--- config.mk ---
export PLATFORM = sky130hd
export DESIGN_NAME = adc_select
export DESIGN_NICKNAME = d
export VERILOG_FILES = /design/src/core/adc_select_pkg.sv /design/src/core/adc_select.sv
export VERILOG_INCLUDE_DIRS = /design/src /design/src/core
export SDC_FILE = /design/constraint.sdc
export NUM_CORES = 1
export LEC_CHECK = 0
export BUFFER_PORTS_ARGS = -buffer_cell sky130_fd_sc_hd__buf_2
export CORE_MARGIN = 1
export CORE_UTILIZATION = 50
export CTS_CLUSTER_SIZE = 10
export DETAILED_ROUTE_END_ITERATION = 6
export PLACE_DENSITY = 0.78
export SYNTH_ARGS = -nofsm -noshare
export SYNTH_HDL_FRONTEND = slang
export SYNTH_SLANG_ARGS = --single-unit
--- constraint.sdc ---
create_clock -name aclk -period 1.99 [get_ports aclk]
set_clock_uncertainty 0.2 [all_clocks]
set_input_delay 0.0995 -clock aclk [delete_from_list [all_inputs] [get_ports aclk]]
set_output_delay 0.0995 -clock aclk [all_outputs]
set_load 0.02 [all_outputs]
--- src/core/adc_select_defs.svh ---
// Register offsets, field positions, reset values and codes for the converter select block
// Included by the design module and the test bench
`ifndef ADC_SELECT_DEFS_SVH
`define ADC_SELECT_DEFS_SVH

`define SEL_ADDR 12'h07c
`define RESULT_LOW_ADDR 12'h074
`define RESULT_HIGH_ADDR 12'h078
`define IRQ_STATUS_ADDR 12'h080
`define IRQ_CLEAR_ADDR 12'h084
`define IRQ_ENABLE_ADDR 12'h088
`define CONV_STATUS_ADDR 12'h08c
`define SEL_RESET 8'h00
`define REF_MSB 7
`define REF_LSB 6
`define ALIGN_BIT 5
`define CHAN_MSB 4
`define CHAN_LSB 0
`define REF_EXTERNAL 2'h0
`define REF_SUPPLY 2'h1
`define REF_RESERVED 2'h2
`define REF_INTERNAL 2'h3
`define CHAN_SE_LAST 5'h07
`define CHAN_DIFF1_FIRST 5'h10
`define CHAN_DIFF2_FIRST 5'h18
`define CHAN_DIFF2_LAST 5'h1d
`define CHAN_BANDGAP 5'h1e
`define CHAN_GROUND 5'h1f
`define SE_MAX 10'h3ff
`define DIFF_MAX 10'h1ff
`define DIFF_MIN 10'h200
`define SLVERR 2'h2
`define OKAY 2'h0

`endif

--- src/core/adc_select_pkg.sv ---
// Types for the converter input select and result format block
// Assumes the defs header is on the include path
package adc_select_pkg;
  typedef struct packed
  {
    logic [1:0] reference_select;
    logic result_left_align;
    logic [4:0] channel_code;
  } sel_type;

  typedef enum logic [1:0]
  {
    IDLE = 2'b01,
    BUSY = 2'b10
  } conv_state_type;

  typedef struct packed
  {
    logic valid;
    logic [1:0] reference_select;
    logic [3:0] positive_input;
    logic [3:0] negative_input;
    logic differential;
  } analog_route_type;

  typedef struct packed
  {
    sel_type sel;
    sel_type active;
    conv_state_type state;
    logic [9:0] result;
    logic [1:0] irq_status;
    logic [1:0] irq_enable;
    logic done_flag;
    logic aw_held;
    logic [11:0] awaddr;
    logic w_held;
    logic [31:0] wdata;
    logic [3:0] wstrb;
    logic bvalid;
    logic [1:0] bresp;
    logic rvalid;
    logic [31:0] rdata;
    logic [1:0] rresp;
  } state_type;
endpackage

--- src/core/adc_select.sv ---
// Input selection, selection buffering and result formatting around a 10-bit converter
// Assumes the converter core pulses conversion start and last-cycle, and hands over a raw sample
// Functional notes
// - after completion the 10-bit result is readable across low and high result registers
// - single-ended result is unsigned, 0x000 ground to 0x3FF reference minus one step
// - differential result is two's complement 0x200 to 0x1FF, clamped at 0x1FF
// - eight-bit select register resets to zero; ref 7:6, align 5, channel 4:0
// - reference 00 external pin, 01 analog supply, 10 reserved, 11 internal 1.1V
// - reference and channel changes during conversion apply only after completion
// - align bit one left-adjusts, zero right-adjusts, effective immediately
// - codes 0-7 single inputs, 11110 bandgap, 11111 ground, 01000-01111 nothing
// - 10000-10111 pairs against input 1; 11000-11101 pairs against input 2
// - selection copies until start, locks during conversion, resumes in last cycle
`timescale 1ns/1ps
`default_nettype none
`include "adc_select_defs.svh"

module adc_select
(
  input wire logic aclk, // 200 MHz clock
  input wire logic aresetn, // Synchronous reset, active low
  input wire logic [11:0] s_axi_awaddr, // Write address
  input wire logic s_axi_awvalid, // Write address valid
  output logic s_axi_awready, // Write address ready
  input wire logic [31:0] s_axi_wdata, // Write data
  input wire logic [3:0] s_axi_wstrb, // Write strobes
  input wire logic s_axi_wvalid, // Write data valid
  output logic s_axi_wready, // Write data ready
  output logic [1:0] s_axi_bresp, // Write response
  output logic s_axi_bvalid, // Write response valid
  input wire logic s_axi_bready, // Write response ready
  input wire logic [11:0] s_axi_araddr, // Read address
  input wire logic s_axi_arvalid, // Read address valid
  output logic s_axi_arready, // Read address ready
  output logic [31:0] s_axi_rdata, // Read data
  output logic [1:0] s_axi_rresp, // Read response
  output logic s_axi_rvalid, // Read data valid
  input wire logic s_axi_rready, // Read data ready
  input wire logic conversion_start, // Pulse: converter starts sampling
  input wire logic conversion_last, // Pulse: last converter cycle before completion
  input wire logic [10:0] raw_sample, // Raw sample, bit 10 set means above full scale
  output adc_select_pkg::analog_route_type analog_route, // Locked routing to the analog front end
  output logic conversion_done_flag, // Result valid, cleared by write of bit 0 of clear
  output logic irq // Level interrupt
);
  import adc_select_pkg::*;

  state_type cur;
  state_type next_cur;

  // ==========================================================
  // Helpers
  function automatic analog_route_type decode_route(input sel_type s);
    analog_route_type r;
    r = '0;
    r.reference_select = s.reference_select;
    r.valid = (s.reference_select != `REF_RESERVED);
    if (s.channel_code <= `CHAN_SE_LAST)
    begin
      r.valid = r.valid;
      r.positive_input = {1'b0, s.channel_code[2:0]};
    end
    else if (s.channel_code < `CHAN_DIFF1_FIRST)
    begin
      r.valid = 1'b0;
    end
    else if (s.channel_code < `CHAN_DIFF2_FIRST)
    begin
      r.differential = 1'b1;
      r.positive_input = {1'b0, s.channel_code[2:0]};
      r.negative_input = 4'h1;
    end
    else if (s.channel_code <= `CHAN_DIFF2_LAST)
    begin
      r.differential = 1'b1;
      r.positive_input = {1'b0, s.channel_code[2:0]};
      r.negative_input = 4'h2;
    end
    else if (s.channel_code == `CHAN_BANDGAP)
    begin
      r.positive_input = 4'h8;
    end
    else
    begin
      r.positive_input = 4'h9;
    end
    return r;
  endfunction

  function automatic logic [9:0] format_code(input logic [10:0] raw, input logic diff);
    logic [9:0] v;
    v = raw[9:0];
    if (!diff && raw[10])
    begin
      v = `SE_MAX;
    end
    if (diff && raw[10] && !raw[9])
    begin
      v = `DIFF_MAX;
    end
    return v;
  endfunction

  function automatic logic [15:0] present(input logic [9:0] res, input logic left);
    logic [15:0] p;
    p = left ? {res, 6'h00} : {6'h00, res};
    return p;
  endfunction

  logic [15:0] result_word;
  logic wr_fire;
  logic rd_fire;
  logic [31:0] rd_value;
  logic [1:0] rd_resp;
  analog_route_type active_route;

  assign result_word = present(cur.result, cur.sel.result_left_align);
  assign active_route = decode_route(cur.active);
  assign wr_fire = cur.aw_held && cur.w_held && !cur.bvalid;
  assign rd_fire = s_axi_arvalid && s_axi_arready;

  // ==========================================================
  // Read decode
  always_comb
  begin
    rd_value = 32'h0000_0000;
    rd_resp = `OKAY;
    case (s_axi_araddr)
      `SEL_ADDR: rd_value = {24'h00_0000, cur.sel};
      `RESULT_LOW_ADDR: rd_value = {24'h00_0000, result_word[7:0]};
      `RESULT_HIGH_ADDR: rd_value = {24'h00_0000, result_word[15:8]};
      `IRQ_STATUS_ADDR: rd_value = {30'h0000_0000, cur.irq_status};
      `IRQ_CLEAR_ADDR: rd_value = 32'h0000_0000;
      `IRQ_ENABLE_ADDR: rd_value = {30'h0000_0000, cur.irq_enable};
      `CONV_STATUS_ADDR: rd_value = {30'h0000_0000, cur.state == BUSY, cur.done_flag};
      default: rd_resp = `SLVERR;
    endcase
  end

  // ==========================================================
  // Next state
  always_comb
  begin
    next_cur = cur;
    if (s_axi_awvalid && s_axi_awready)
    begin
      next_cur.aw_held = 1'b1;
      next_cur.awaddr = s_axi_awaddr;
    end
    if (s_axi_wvalid && s_axi_wready)
    begin
      next_cur.w_held = 1'b1;
      next_cur.wdata = s_axi_wdata;
      next_cur.wstrb = s_axi_wstrb;
    end
    if (cur.bvalid && s_axi_bready)
    begin
      next_cur.bvalid = 1'b0;
    end
    if (cur.rvalid && s_axi_rready)
    begin
      next_cur.rvalid = 1'b0;
    end

    // Interrupt clear first so that a same-cycle event wins
    if (wr_fire)
    begin
      next_cur.aw_held = 1'b0;
      next_cur.w_held = 1'b0;
      next_cur.bvalid = 1'b1;
      next_cur.bresp = `OKAY;
      case (cur.awaddr)
        `SEL_ADDR:
        begin
          if (cur.wstrb[0])
          begin
            next_cur.sel = cur.wdata[7:0];
          end
        end
        `IRQ_CLEAR_ADDR:
        begin
          if (cur.wstrb[0])
          begin
            next_cur.irq_status = cur.irq_status & ~cur.wdata[1:0];
            if (cur.wdata[0])
            begin
              next_cur.done_flag = 1'b0;
            end
          end
        end
        `IRQ_ENABLE_ADDR:
        begin
          if (cur.wstrb[0])
          begin
            next_cur.irq_enable = cur.wdata[1:0];
          end
        end
        `RESULT_LOW_ADDR, `RESULT_HIGH_ADDR, `IRQ_STATUS_ADDR, `CONV_STATUS_ADDR: next_cur.bresp = `OKAY;
        default: next_cur.bresp = `SLVERR;
      endcase
    end

    if (rd_fire)
    begin
      next_cur.rvalid = 1'b1;
      next_cur.rdata = rd_value;
      next_cur.rresp = rd_resp;
    end

    // Selection buffer: copy while idle and in the last cycle, lock while busy
    case (cur.state)
      IDLE:
      begin
        next_cur.active = next_cur.sel;
        if (conversion_start)
        begin
          next_cur.active = cur.sel;
          next_cur.state = BUSY;
        end
      end
      BUSY:
      begin
        if (conversion_last)
        begin
          next_cur.active = cur.sel;
          next_cur.state = IDLE;
          next_cur.result = format_code(raw_sample, active_route.differential);
          next_cur.done_flag = 1'b1;
          next_cur.irq_status[0] = 1'b1;
          if (cur.sel != cur.active)
          begin
            next_cur.irq_status[1] = 1'b1;
          end
        end
      end
      default: next_cur.state = IDLE;
    endcase

    if (!aresetn)
    begin
      next_cur = '0;
      next_cur.sel = `SEL_RESET;
      next_cur.active = `SEL_RESET;
      next_cur.state = IDLE;
    end
  end

  always_ff @(posedge aclk)
  begin
    cur <= next_cur;
  end

  // ==========================================================
  // Outputs
  assign s_axi_awready = !cur.aw_held && !cur.bvalid;
  assign s_axi_wready = !cur.w_held && !cur.bvalid;
  assign s_axi_bvalid = cur.bvalid;
  assign s_axi_bresp = cur.bresp;
  assign s_axi_arready = !cur.rvalid;
  assign s_axi_rvalid = cur.rvalid;
  assign s_axi_rdata = cur.rdata;
  assign s_axi_rresp = cur.rresp;
  assign analog_route = active_route;
  assign conversion_done_flag = cur.done_flag;
  assign irq = |(cur.irq_status & cur.irq_enable);

  // ==========================================================
  // Assertions
  a_sel_reset_zero: assert property (@(posedge aclk) !aresetn |=> cur.sel == 8'h00)
    else $error("select register not zero after reset");
  a_lock_during_busy: assert property (@(posedge aclk) disable iff (!aresetn)
    (cur.state == BUSY && !conversion_last) |=> $stable(cur.active))
    else $error("selection changed during conversion");
  a_copy_when_idle: assert property (@(posedge aclk) disable iff (!aresetn)
    (cur.state == IDLE) |-> ##1 (cur.state == BUSY || cur.active == cur.sel))
    else $error("selection not copied while idle");
  a_done_on_last: assert property (@(posedge aclk) disable iff (!aresetn)
    (cur.state == BUSY && conversion_last) |=> conversion_done_flag && cur.state == IDLE)
    else $error("completion flag not set");
  a_align_left: assert property (@(posedge aclk) disable iff (!aresetn)
    cur.sel.result_left_align |-> result_word[5:0] == 6'h00 && result_word[15:6] == cur.result)
    else $error("left alignment wrong");
  a_align_right: assert property (@(posedge aclk) disable iff (!aresetn)
    !cur.sel.result_left_align |-> result_word[15:10] == 6'h00 && result_word[9:0] == cur.result)
    else $error("right alignment wrong");
  a_diff_clamp: assert property (@(posedge aclk) disable iff (!aresetn)
    (cur.state == BUSY && conversion_last && active_route.differential && raw_sample[10:9] == 2'b10)
    |=> cur.result == 10'h1ff)
    else $error("differential clamp wrong");
  a_se_clamp: assert property (@(posedge aclk) disable iff (!aresetn)
    (cur.state == BUSY && conversion_last && !active_route.differential && raw_sample[10])
    |=> cur.result == 10'h3ff)
    else $error("single-ended clamp wrong");
  a_ground_route: assert property (@(posedge aclk) disable iff (!aresetn)
    cur.active.channel_code == 5'h1f |-> analog_route.positive_input == 4'h9 && !analog_route.differential)
    else $error("ground route wrong");
  a_pair_two: assert property (@(posedge aclk) disable iff (!aresetn)
    cur.active.channel_code inside {[5'h18:5'h1d]} |-> analog_route.negative_input == 4'h2)
    else $error("second pair group wrong");
  a_reserved_ref: assert property (@(posedge aclk) disable iff (!aresetn)
    cur.active.reference_select == 2'h2 |-> !analog_route.valid)
    else $error("reserved reference routed");

  c_conversion: cover property (@(posedge aclk) conversion_start ##[1:40] conversion_last);
  c_write_busy: cover property (@(posedge aclk) cur.state == BUSY && wr_fire);
  c_irq: cover property (@(posedge aclk) irq);
  c_left: cover property (@(posedge aclk) cur.done_flag && cur.sel.result_left_align);
endmodule // adc_select

`default_nettype wire

==> results of run 1 <==
[layer usage]
| metal | global-route usage, % | vias up |
|---|---|---|
| met5 | 0 | - |
| met4 | 9.67 | 0 |
| met3 | 6.09 | 16 |
| met2 | 39.8 | 129 |
| met1 | 26.8 | 1624 |
| li1 | - | 1724 |
[cells by family (layout without fill, tap and decap cells)]
group,count (synthesis),in the layout,synth area share [%]
mux,17,17,4.56
compound gates,102,102,20.5
simple gates,180,180,24.0
other cells,1,28,0.0991
fa+ha+maj,2,2,0.661
xor+xnor,8,8,1.85
buf+inv,77,152,12.3
flops,68,68,36.0
[stage by stage]
stage | power [µW] | setup WS [ns] | cell area, µm² | hold WS (ns)
CTS | 3610 | 0.0700 | 4680 | 0.00679
floorplan | 2020 | 0.261 | 3880 | 0.0343
finish | 3620 | 0.118 | 4680 | 0.0247
detailed placement | 2150 | 0.0916 | 4060 | 0.140
global placement | 2120 | 0.0955 | 4060 | 0.134
global route | 3800 | 0.0265 | 4680 | 0.0476
[cell type report]
| type | count | share of cell area [%] |
|---|---|---|
| Timing Repair Buffer | 127 | 18.1 |
| Sequential cell | 68 | 29.1 |
| Clock inverter | 6 | 2.38 |
| Clock buffer | 10 | 2.94 |
| Inverter | 9 | 0.722 |
| Tap cell | 99 | 2.65 |
| Multi-Input combinational cell | 337 | 44.1 |
[timing repair]
| item | in CTS | in global routing |
|---|---|---|
| resized for setup | 0 | 1 |
| endpoints found under the setup margin | 0 | 8 |
| endpoints found under the hold margin | 41 | 0 |
| hold buffers | 37 | 0 |
[worst max path at each step]
stage | depth (start not counted) | from | end
after floorplan | 5 | s_axi_bvalid | cur[80]
after global placement | 6 | cur[103] | cur[108]
after detailed placement | 6 | cur[103] | cur[106]
after CTS | 6 | cur[103] | cur[106]
after global routing | 5 | cur[108] | cur[102]
final | 6 | cur[103] | cur[102]
[state kept, by name, summed over array words and instances, names as in the netlist]
signal	count
s_axi_rdata	8
s_axi_rvalid	1
conversion_done_flag	1
s_axi_bvalid	1
s_axi_bresp	1
s_axi_rresp	1
analog_route	2
cur	53
[worst register-to-register path, delay by kind of cell (launching register included)]
family,cells,cell delay (ns)
AND/OR/NAND/NOR,1,0.49
AO/OA/AOI/OAI,2,0.19
buffers and inverters,2,0.31
adder cells (fa/ha/maj),1,0.28
flip-flops,1,0.34
[layout by cell type, fill, tap and decap left out, drive strengths merged, types with 2 or more instances in the layout]
master       instances
and2                 5
xor2                 8
and3                 3
a32oi                6
nand4b               2
nor4b                3
a31oi                4
a21oi                4
clkbuf              10
a22o                 9
nor2b               13
nand4               10
nand3b               2
bufinv               3
conb                28
and4b                3
o211a                3
buf                 90
nand2               88
mux2                 2
o221ai               2
nor2                30
clkinv               4
nand3                2
dlygate4sd3         37
o211ai               8
nor4                 5
ha                   2
o221a                9
o32ai                2
dfxtp               68
nand2b               7
inv                  7
mux2i               15
a21boi              26
o21ai               21
[power groups by stage]
stage | logic (µW) | registers [µW] | clock network (µW)
6_report | 701 | 1500 | 1410
3_5_place_dp | 617 | 1530 | 0
3_3_place_gp | 597 | 1520 | 0
4_1_cts | 684 | 1500 | 1430
2_1_floorplan | 501 | 1520 | 0
5_1_grt | 786 | 1510 | 1500
==> metrics, run 1 <==
DP HPWL=5.96 mm; critical path's top delay family=simple AND/OR/NAND/NOR gates; Reg-to-Reg End=cur[102]; RSZ-0062 raised after global routing=false; footprint of the multi-input gates=0.00206 mm²; FF+latch count, synth=68; final hold violations=0; top post-synthesis cells by count=nand2_1 (88), dfxtp_1 (68), buf_4 (45), nor2_1 (30), a21boi_1 (25); Yosys warnings=0; dpl cells=603; Filler Cell Count=597; Die Ht=89.0 µm; library cells used by synthesis=55; final RePlAce weighted congestion=0.837; die area=0.00792 mm²; critical path arrival=1.96 ns; class of the most critical setup path=reg -> reg; CTS clock-pin slew for the worst setup and hold paths=0.07 ns; share of layout cells above drive strength 1=21.0%; largest net degree at the start of global routing=32; WL/cell=13.6 µm; sequential-to-total area share from yosys stat=36.0%; number of synthesized flops with an enable pin=0; WHS Path Cells=4; Residual DRC=0; Top Layer Used=met4; CP Data Required Time=2.07 ns; sequential power share=41.5%; async set-reset flop share out of synthesis=0%; Min-Delay Endpoint=cur[38]; total gr overflow=0; post-route ant nets=0; Peak VDD IR=0.688 mV; net switching power=1030 µW; leakage=0.00207 µW; top cell type's share of synthesized area=36.0%; Via-to-Cell Ratio=5.32; wire length on met2=4.34 mm; Total Routing Usage GR=22.9%; met3 wire len=429 µm; min-delay worst type=in -> reg; cells on worst reg2reg path=6; first-pass GRT wire length=13.9 mm; core area=0.00729 mm²; clk_lat worst skew=0.36 ns; cell with the most instances after synthesis=nand2_1; synthesized area=0.00378 mm²; internal power=2590 µW; setup bufs post-CTS=0; crit start category=flip-flop; synth top area cells=dfxtp_1 (36%), buf_4 (8.9%), nand2_1 (8.7%); Total Nets Final=634; initial antenna violation count=0; drt total wl=8.90 mm; status=completed; effective utilization at floorplan=51.9%; Layout area overhead=23.7%; Max Freq=534 MHz; max cap viols=0; synthesized area per cell=8.32 µm²; Crit. End Element=flip-flop; crit-path cells=inv_1 > ha_1 > and2_1 > buf_4 > o21ai_1 > a21oi_1; # rows=31; initial DRC count=166; # IOs=135; Fin Setup TNS=0 ns; FF-to-FF setup slack=0.12 ns; H-tree depth=3; clock share of power=39.1%; total CTS buffers=9; CTS Buffer Depth=2; PortBufs=79; PD cells=773 mW/mm²; CP peak stage delay=0.49 ns; RR Startpoint=cur[103]; die width=89.0 µm; Ant. Diodes=0; TritonCTS clock tree=built; Final Core Density=64.2%; clk root buf=clkbuf_8; switch share=28.5%; min Tclk post-route=1.87 ns; CP Buf/Inv Count=2; met1 wire length=3.94 mm; vias in the first global route=3078; drt pass-1 iters=5; fin crit share=94.1%; CP max FO=12; logic gate share of total power=19.4%; Cells after Synth=455; fin. max-slew vios=0; Non-Filler Instances=656; ys flop type=dfxtp_1; Final setup viols=0; clock sink count=68; post-synth top area cell=dfxtp_1; FF+latch area=0.00136 mm²; startpoint of the worst hold path=s_axi_wvalid; Vias=3493; critical path's slowest cell=and2_1
Power figures use the tool's default switching activity.
==> run 2: changes to the inputs <==
--- a/config.mk
+++ b/config.mk
@@ -12,6 +12,7 @@
 export CTS_CLUSTER_SIZE = 10
 export DETAILED_ROUTE_END_ITERATION = 6
 export PLACE_DENSITY = 0.78
+export REMOVE_ABC_BUFFERS = 1
 export SYNTH_ARGS = -nofsm -noshare
 export SYNTH_HDL_FRONTEND = slang
 export SYNTH_SLANG_ARGS = --single-unit
==> run 2 against run 1 <==
The flow now finishes with violations (hold timing). Largest power group unchanged. Largest cell class unchanged. Clock power fell by 27%. Total power is 11% lower. Count of clock-buffer cells in the layout did not move. Non-clock buffer count increased by 1. Flip-flop and latch count is the same. Global-route usage decreased by 0.62 points.
==> metrics, run 2 (synthesis gave the netlist of run 1 again) <==
H-tree depth=3; Peak VDD IR=0.730 mV; footprint of the multi-input gates=0.00207 mm²; FF-to-FF setup slack=0.16 ns; total gr overflow=0; Fin Setup TNS=0 ns; CP max FO=13; die area=0.00792 mm²; status=complete, but fails checks; Max Freq=547 MHz; cells on worst reg2reg path=5; Die Ht=89.0 µm; WL/cell=13.3 µm; largest net degree at the start of global routing=46; class of the most critical setup path=reg -> reg; clock sink count=68; RSZ-0062 raised after global routing=false; final hold violations=5; failing checks=hold timing; Total Routing Usage GR=22.3%; Slew HR=67.4%; clk_lat worst skew=0.35 ns; max cap viols=0; # IOs=135; DP HPWL=5.87 mm; Filler Cell Count=628; final RePlAce weighted congestion=0.845; clk root buf=clkbuf_8; min Tclk post-route=1.83 ns; effective utilization at floorplan=51.9%; CP peak stage delay=0.55 ns; commonest non-fill, non-tap cells in the layout=nand2_1 (87), buf_2 (79), dfxtp_1 (67); CTS clock-pin slew for the worst setup and hold paths=0.08 ns; WHS Path Cells=4; max FFs per register=53; met2 usage=37.6%; Vias=3475; leading cell type in the layout, fill and taps excluded=nand2_1; crit-path cells=nor2_1 > and2_4 > nand2_1 > a21boi_1 > dlygate4sd3_1; die width=89.0 µm; CP Data Required Time=2.09 ns; drt total wl=8.73 mm; initial DRC count=213; GRT met1 Usage=28.1%; drt pass-1 iters=4; Via-to-Cell Ratio=5.29; total CTS buffers=9; PortBufs=79; fin crit share=91.9%; Residual DRC=0; first-pass GRT wire length=13.6 mm; Least-Margin Pin Slew=0.480 ns; global routing usage on met3=4.89%; Total Nets Final=635; fin. max-slew vios=0; share of layout cells above drive strength 1=21.5%; critical path arrival=1.93 ns; Final Core Density=63.4%; initial antenna violation count=0; Crit. End Element=flip-flop; Reg with most FFs=cur; critical path's slowest cell=dlygate4sd3_1; vias in the first global route=2954; min-delay worst type=in -> reg; Final setup viols=0; TritonCTS clock tree=built; most used routing layer in global routing=met2; FF+latch area=0.00136 mm²; CTS Buffer Depth=2; Hold WS=-0.00635 ns; post-route ant nets=0; PD cells=699 mW/mm²; Ant. Diodes=0; crit start category=flip-flop; Layout area overhead=22.2%; # rows=31; leakage=0.00204 µW; core area=0.00729 mm²
==> run 2: cell count changes in the layout (fill, tap and decap cells not counted), sizes merged <==
cell	previous run	this run
dlygate4sd3	37	38
inv	7	9
clkinv	4	3
bufinv	3	0
clkinvlp	1	3
==> run 2: path summary, 6_finish.rpt <==
| path | startpoint | end |
|---|---|---|
| setup / recovery | s_axi_bvalid | cur[77] |
| hold / removal | s_axi_awvalid | cur[79] |
| setup reg to reg | s_axi_bvalid | cur[77] |
| hold reg to reg | s_axi_rdata[5] | s_axi_rdata[5] |
==> run 2: metrics by stage <==
step / worst slack [ns] / power (µW) / cells / hold slack (ns) / instance area, µm²
5_1_grt: 0.0369 / 3420 / 657 / 0.0134 / 4620
3_3_place_gp: 0.0622 / 2130 / 603 / 0.135 / 4060
2_1_floorplan: 0.299 / 1930 / 414 / -0.0386 / 3450
4_1_cts: 0.0285 / 3240 / 657 / 0.0146 / 4610
6_report: 0.162 / 3230 / 657 / -0.00635 / 4620
3_5_place_dp: 0.0210 / 2150 / 603 / 0.141 / 4060
==> run 2: cell type report <==
| class | instances | area share [%] |
|---|---|---|
| tap | 99 | 2.68 |
| clock buffer | 10 | 2.76 |
| clock inverter | 6 | 1.06 |
| sequential | 68 | 29.5 |
| multi-input combinational | 337 | 44.8 |
| timing repair buffer | 128 | 18.6 |
| inverter | 9 | 0.731 |
==> run 2: routing by layer <==
metal | up-vias | wire length (µm) | part of all wire, %
met2 | 135 | 4210 | 48
met3 | 9 | 505 | 5.8
met4 | 0 | 104 | 1.2
met5 | - | 0 | 0
met1 | 1607 | 3910 | 45
li1 | 1724 | - | -
==> run 2: power by group <==
part | total (µW) | switching, µW | internal, µW
logic | 701 | 412 | 290
registers | 1500 | 65.0 | 1440
clock network | 1030 | 567 | 462
total | 3230 | 1040 | 2190
==> run 2: critical path: cells and delay by family (launching register included) <==
family          cells  cell delay [ns]
simple gates        3             0.56
flops               1             0.35
buf+inv             1             0.55
compound gates      1             0.12
==> run 2: what timing repair did <==
action	in CTS	in global routing
hold endpoints to repair	42	0
buffers inserted	0	0
hold buffers	38	0
gates resized for setup	0	6
setup endpoints to repair	0	10
==> run 3: changes to the inputs <==
--- a/config.mk
+++ b/config.mk
@@ -6,12 +6,13 @@
 export SDC_FILE = /design/constraint.sdc
 export NUM_CORES = 1
 export LEC_CHECK = 0
+export ABC_AREA = 1
 export BUFFER_PORTS_ARGS = -buffer_cell sky130_fd_sc_hd__buf_2
 export CORE_MARGIN = 1
-export CORE_UTILIZATION = 50
+export CORE_UTILIZATION = 51
 export CTS_CLUSTER_SIZE = 10
 export DETAILED_ROUTE_END_ITERATION = 6
-export PLACE_DENSITY = 0.78
+export PLACE_DENSITY = 0.79
 export REMOVE_ABC_BUFFERS = 1
 export SYNTH_ARGS = -nofsm -noshare
 export SYNTH_HDL_FRONTEND = slang
==> run 3 against run 2 <==
The run now ends clean. Routed wire length rose by 15%. First-iteration DRC count rose by 1.4%. Non-clock buffer count fell by 3. Worst setup slack improved by 0.10 ns. Via count rose by 21%. Sequential power rose by 14%. Count of clock-buffer cells in the layout rose by 3. Sequential share of layout area fell by 1.7 points. Fmax rose by 5.8%. Critical path type unchanged. Critical endpoint is now analog_route[9]. Largest cell class unchanged. Highest routed layer unchanged.
==> metrics, run 3 <==
number of synthesized flops with an enable pin=0; max FFs per register=53; Ant. Diodes=0; dpl cells=759; min Tclk post-route=1.73 ns; Die Ht=91.1 µm; cells on worst reg2reg path=8; Via-to-Cell Ratio=5.18; critical path's slowest cell=dfxtp_1; WL/cell=12.4 µm; cell with the most instances after synthesis=nand2_1; Yosys warnings=0; initial DRC count=216; Total Nets Final=789; initial antenna violation count=0; FF+latch area=0.00136 mm²; largest net degree at the start of global routing=27; Fin Setup TNS=0 ns; fin. max-slew vios=0; status=completed; post-synth top area cell=dfxtp_1; crit start category=flip-flop; leading cell type in the layout, fill and taps excluded=nand2_1; die area=0.00829 mm²; CP Data Required Time=2.07 ns; Place WS=0.299 ns; Filler Cell Count=702; Layout area overhead=21.1%; first-pass GRT wire length=17.3 mm; CP max FO=11; Hold WS=0.0372 ns; commonest non-fill, non-tap cells in the layout=nand2_1 (114), nor2_1 (84), buf_2 (79); total CTS buffers=9; Final setup viols=0; drt pass-1 iters=5; fin crit share=86.8%; FF+latch count, synth=68; footprint of the multi-input gates=0.00210 mm²; total gr overflow=0; max cap viols=0; clk root buf=clkbuf_8; Reg with most FFs=cur; synthesized area=0.00405 mm²; H-tree depth=3; final RePlAce weighted congestion=0.913; PortBufs=79; min-delay worst type=in -> reg; core area=0.00769 mm²; Non-Filler Instances=814; post-route ant nets=0; TritonCTS clock tree=built; sequential-to-total area share from yosys stat=33.6%; CP peak stage delay=0.37 ns; # rows=32; RSZ-0062 raised after global routing=false; Peak VDD IR=0.652 mV; leakage=0.00236 µW; most used cell, CP=inv_1; WHS Path Cells=5; ys flop type=dfxtp_1; synth top area cells=dfxtp_1 (34%), nand2_1 (11%), buf_4 (8.2%); die width=91.1 µm; DP HPWL=7.19 mm; CTS Buffer Depth=2; critical path arrival=1.81 ns; class of the most critical setup path=reg -> reg; library cells used by synthesis=33; drt total wl=10.1 mm; top post-synthesis cells by count=nand2_1 (114), nor2_1 (84), dfxtp_1 (68), inv_1 (64), a21oi_1 (48); synthesized area per cell=6.69 µm²; async set-reset flop share out of synthesis=0%; setup ws final=0.263 ns; Least-Margin Pin Slew=0.654 ns; PD cells=862 mW/mm²; # IOs=135; Cells after Synth=605; crit-path cells=inv_1 > ha_1 > buf_4 > inv_1 > a21oi_4 > inv_1 > o21ai_1 > a21oi_2; Residual DRC=0; Total Routing Usage GR=25.6%; Vias=4218; Slew HR=56.4%; Final Core Density=63.7%; share of layout cells above drive strength 1=20.4%; Crit. End Element=flip-flop; final hold violations=0; clk_lat worst skew=0.35 ns; vias in the first global route=3981; effective utilization at floorplan=52.6%; clock sink count=68; CTS clock-pin slew for the worst setup and hold paths=0.08 ns; top cell type's share of synthesized area=33.6%; Max Freq=579 MHz
==> run 3: cell types whose count changed in the layout (fill, tap and decap cells not counted), moves of 16 or more <==
cell,delta
a21oi_2,+16
inv_1,+57
a21oi_1,+44
nor2_1,+54
nand3_1,+34
a21boi_1,-25
nand2_1,+27
o21ai_0,+25
==> run 3: metal layers <==
| layer | up-vias | track usage, % | share of wire (%) |
|---|---|---|---|
| li1 | 2086 | - | - |
| met1 | 1937 | 31.3 | 43 |
| met2 | 160 | 43.9 | 48 |
| met3 | 35 | 4.44 | 5.7 |
| met4 | 0 | 11.6 | 2.7 |
| met5 | - | 0 | 0 |
==> run 3: final cells by class <==
type	instances	share of cell area (%)
Clock inverter	3	0.409
Inverter	74	5.67
Timing Repair Buffer	125	17.1
Multi-Input combinational cell	429	43.0
Sequential cell	68	27.8
Clock buffer	13	3.45
Tap cell	102	2.61
==> run 3: per-stage QoR <==
| stage | cell area (µm²) | power, µW |
|---|---|---|
| after detailed placement | 4320 | 3100 |
| final | 4900 | 4220 |
| after CTS | 4900 | 4230 |
| after global placement | 4320 | 3060 |
| after floorplan | 3740 | 2690 |
| after global routing | 4900 | 4500 |
==> run 3: report_power, final <==
part / total, µW / internal, µW / switching, µW
Combinational: 1440 / 539 / 905
Sequential: 1710 / 1540 / 168
Clock: 1070 / 553 / 519
Total: 4220 / 2630 / 1590
==> run 3: final timing paths <==
kind,start,to,slack [ns]
min reg2reg,cur[81],cur[81],0.27
max reg2reg,cur[103],analog_route[9],0.26
max,cur[103],analog_route[9],0.26
min,s_axi_araddr[0],s_axi_rresp[1],0.04
==> run 3: critical path, delay by kind of cell, from the launching register on <==
family	cells	cell delay (ns)
buffers and inverters	4	0.58
DFF	1	0.37
AOI/OAI and AO/OA	3	0.30
adders and majority gates	1	0.20
==> run 3: kinds of logic (layout without fill, tap and decap cells) <==
logic type	count (synthesis)	in the layout	share of synthesized area, %
simple gates	279	279	31.6
buf+inv	135	215	16.9
compound gates	118	118	16.8
flops	68	68	33.6
fa+ha+maj	2	2	0.618
xor+xnor	2	2	0.433
other cells	1	28	0.0927
==> run 3: timing repair <==
action	4_1_cts	5_1_grt
hold endpoints to repair	46	0
resized for setup	0	0
setup buffers	0	0
hold buffers	39	0
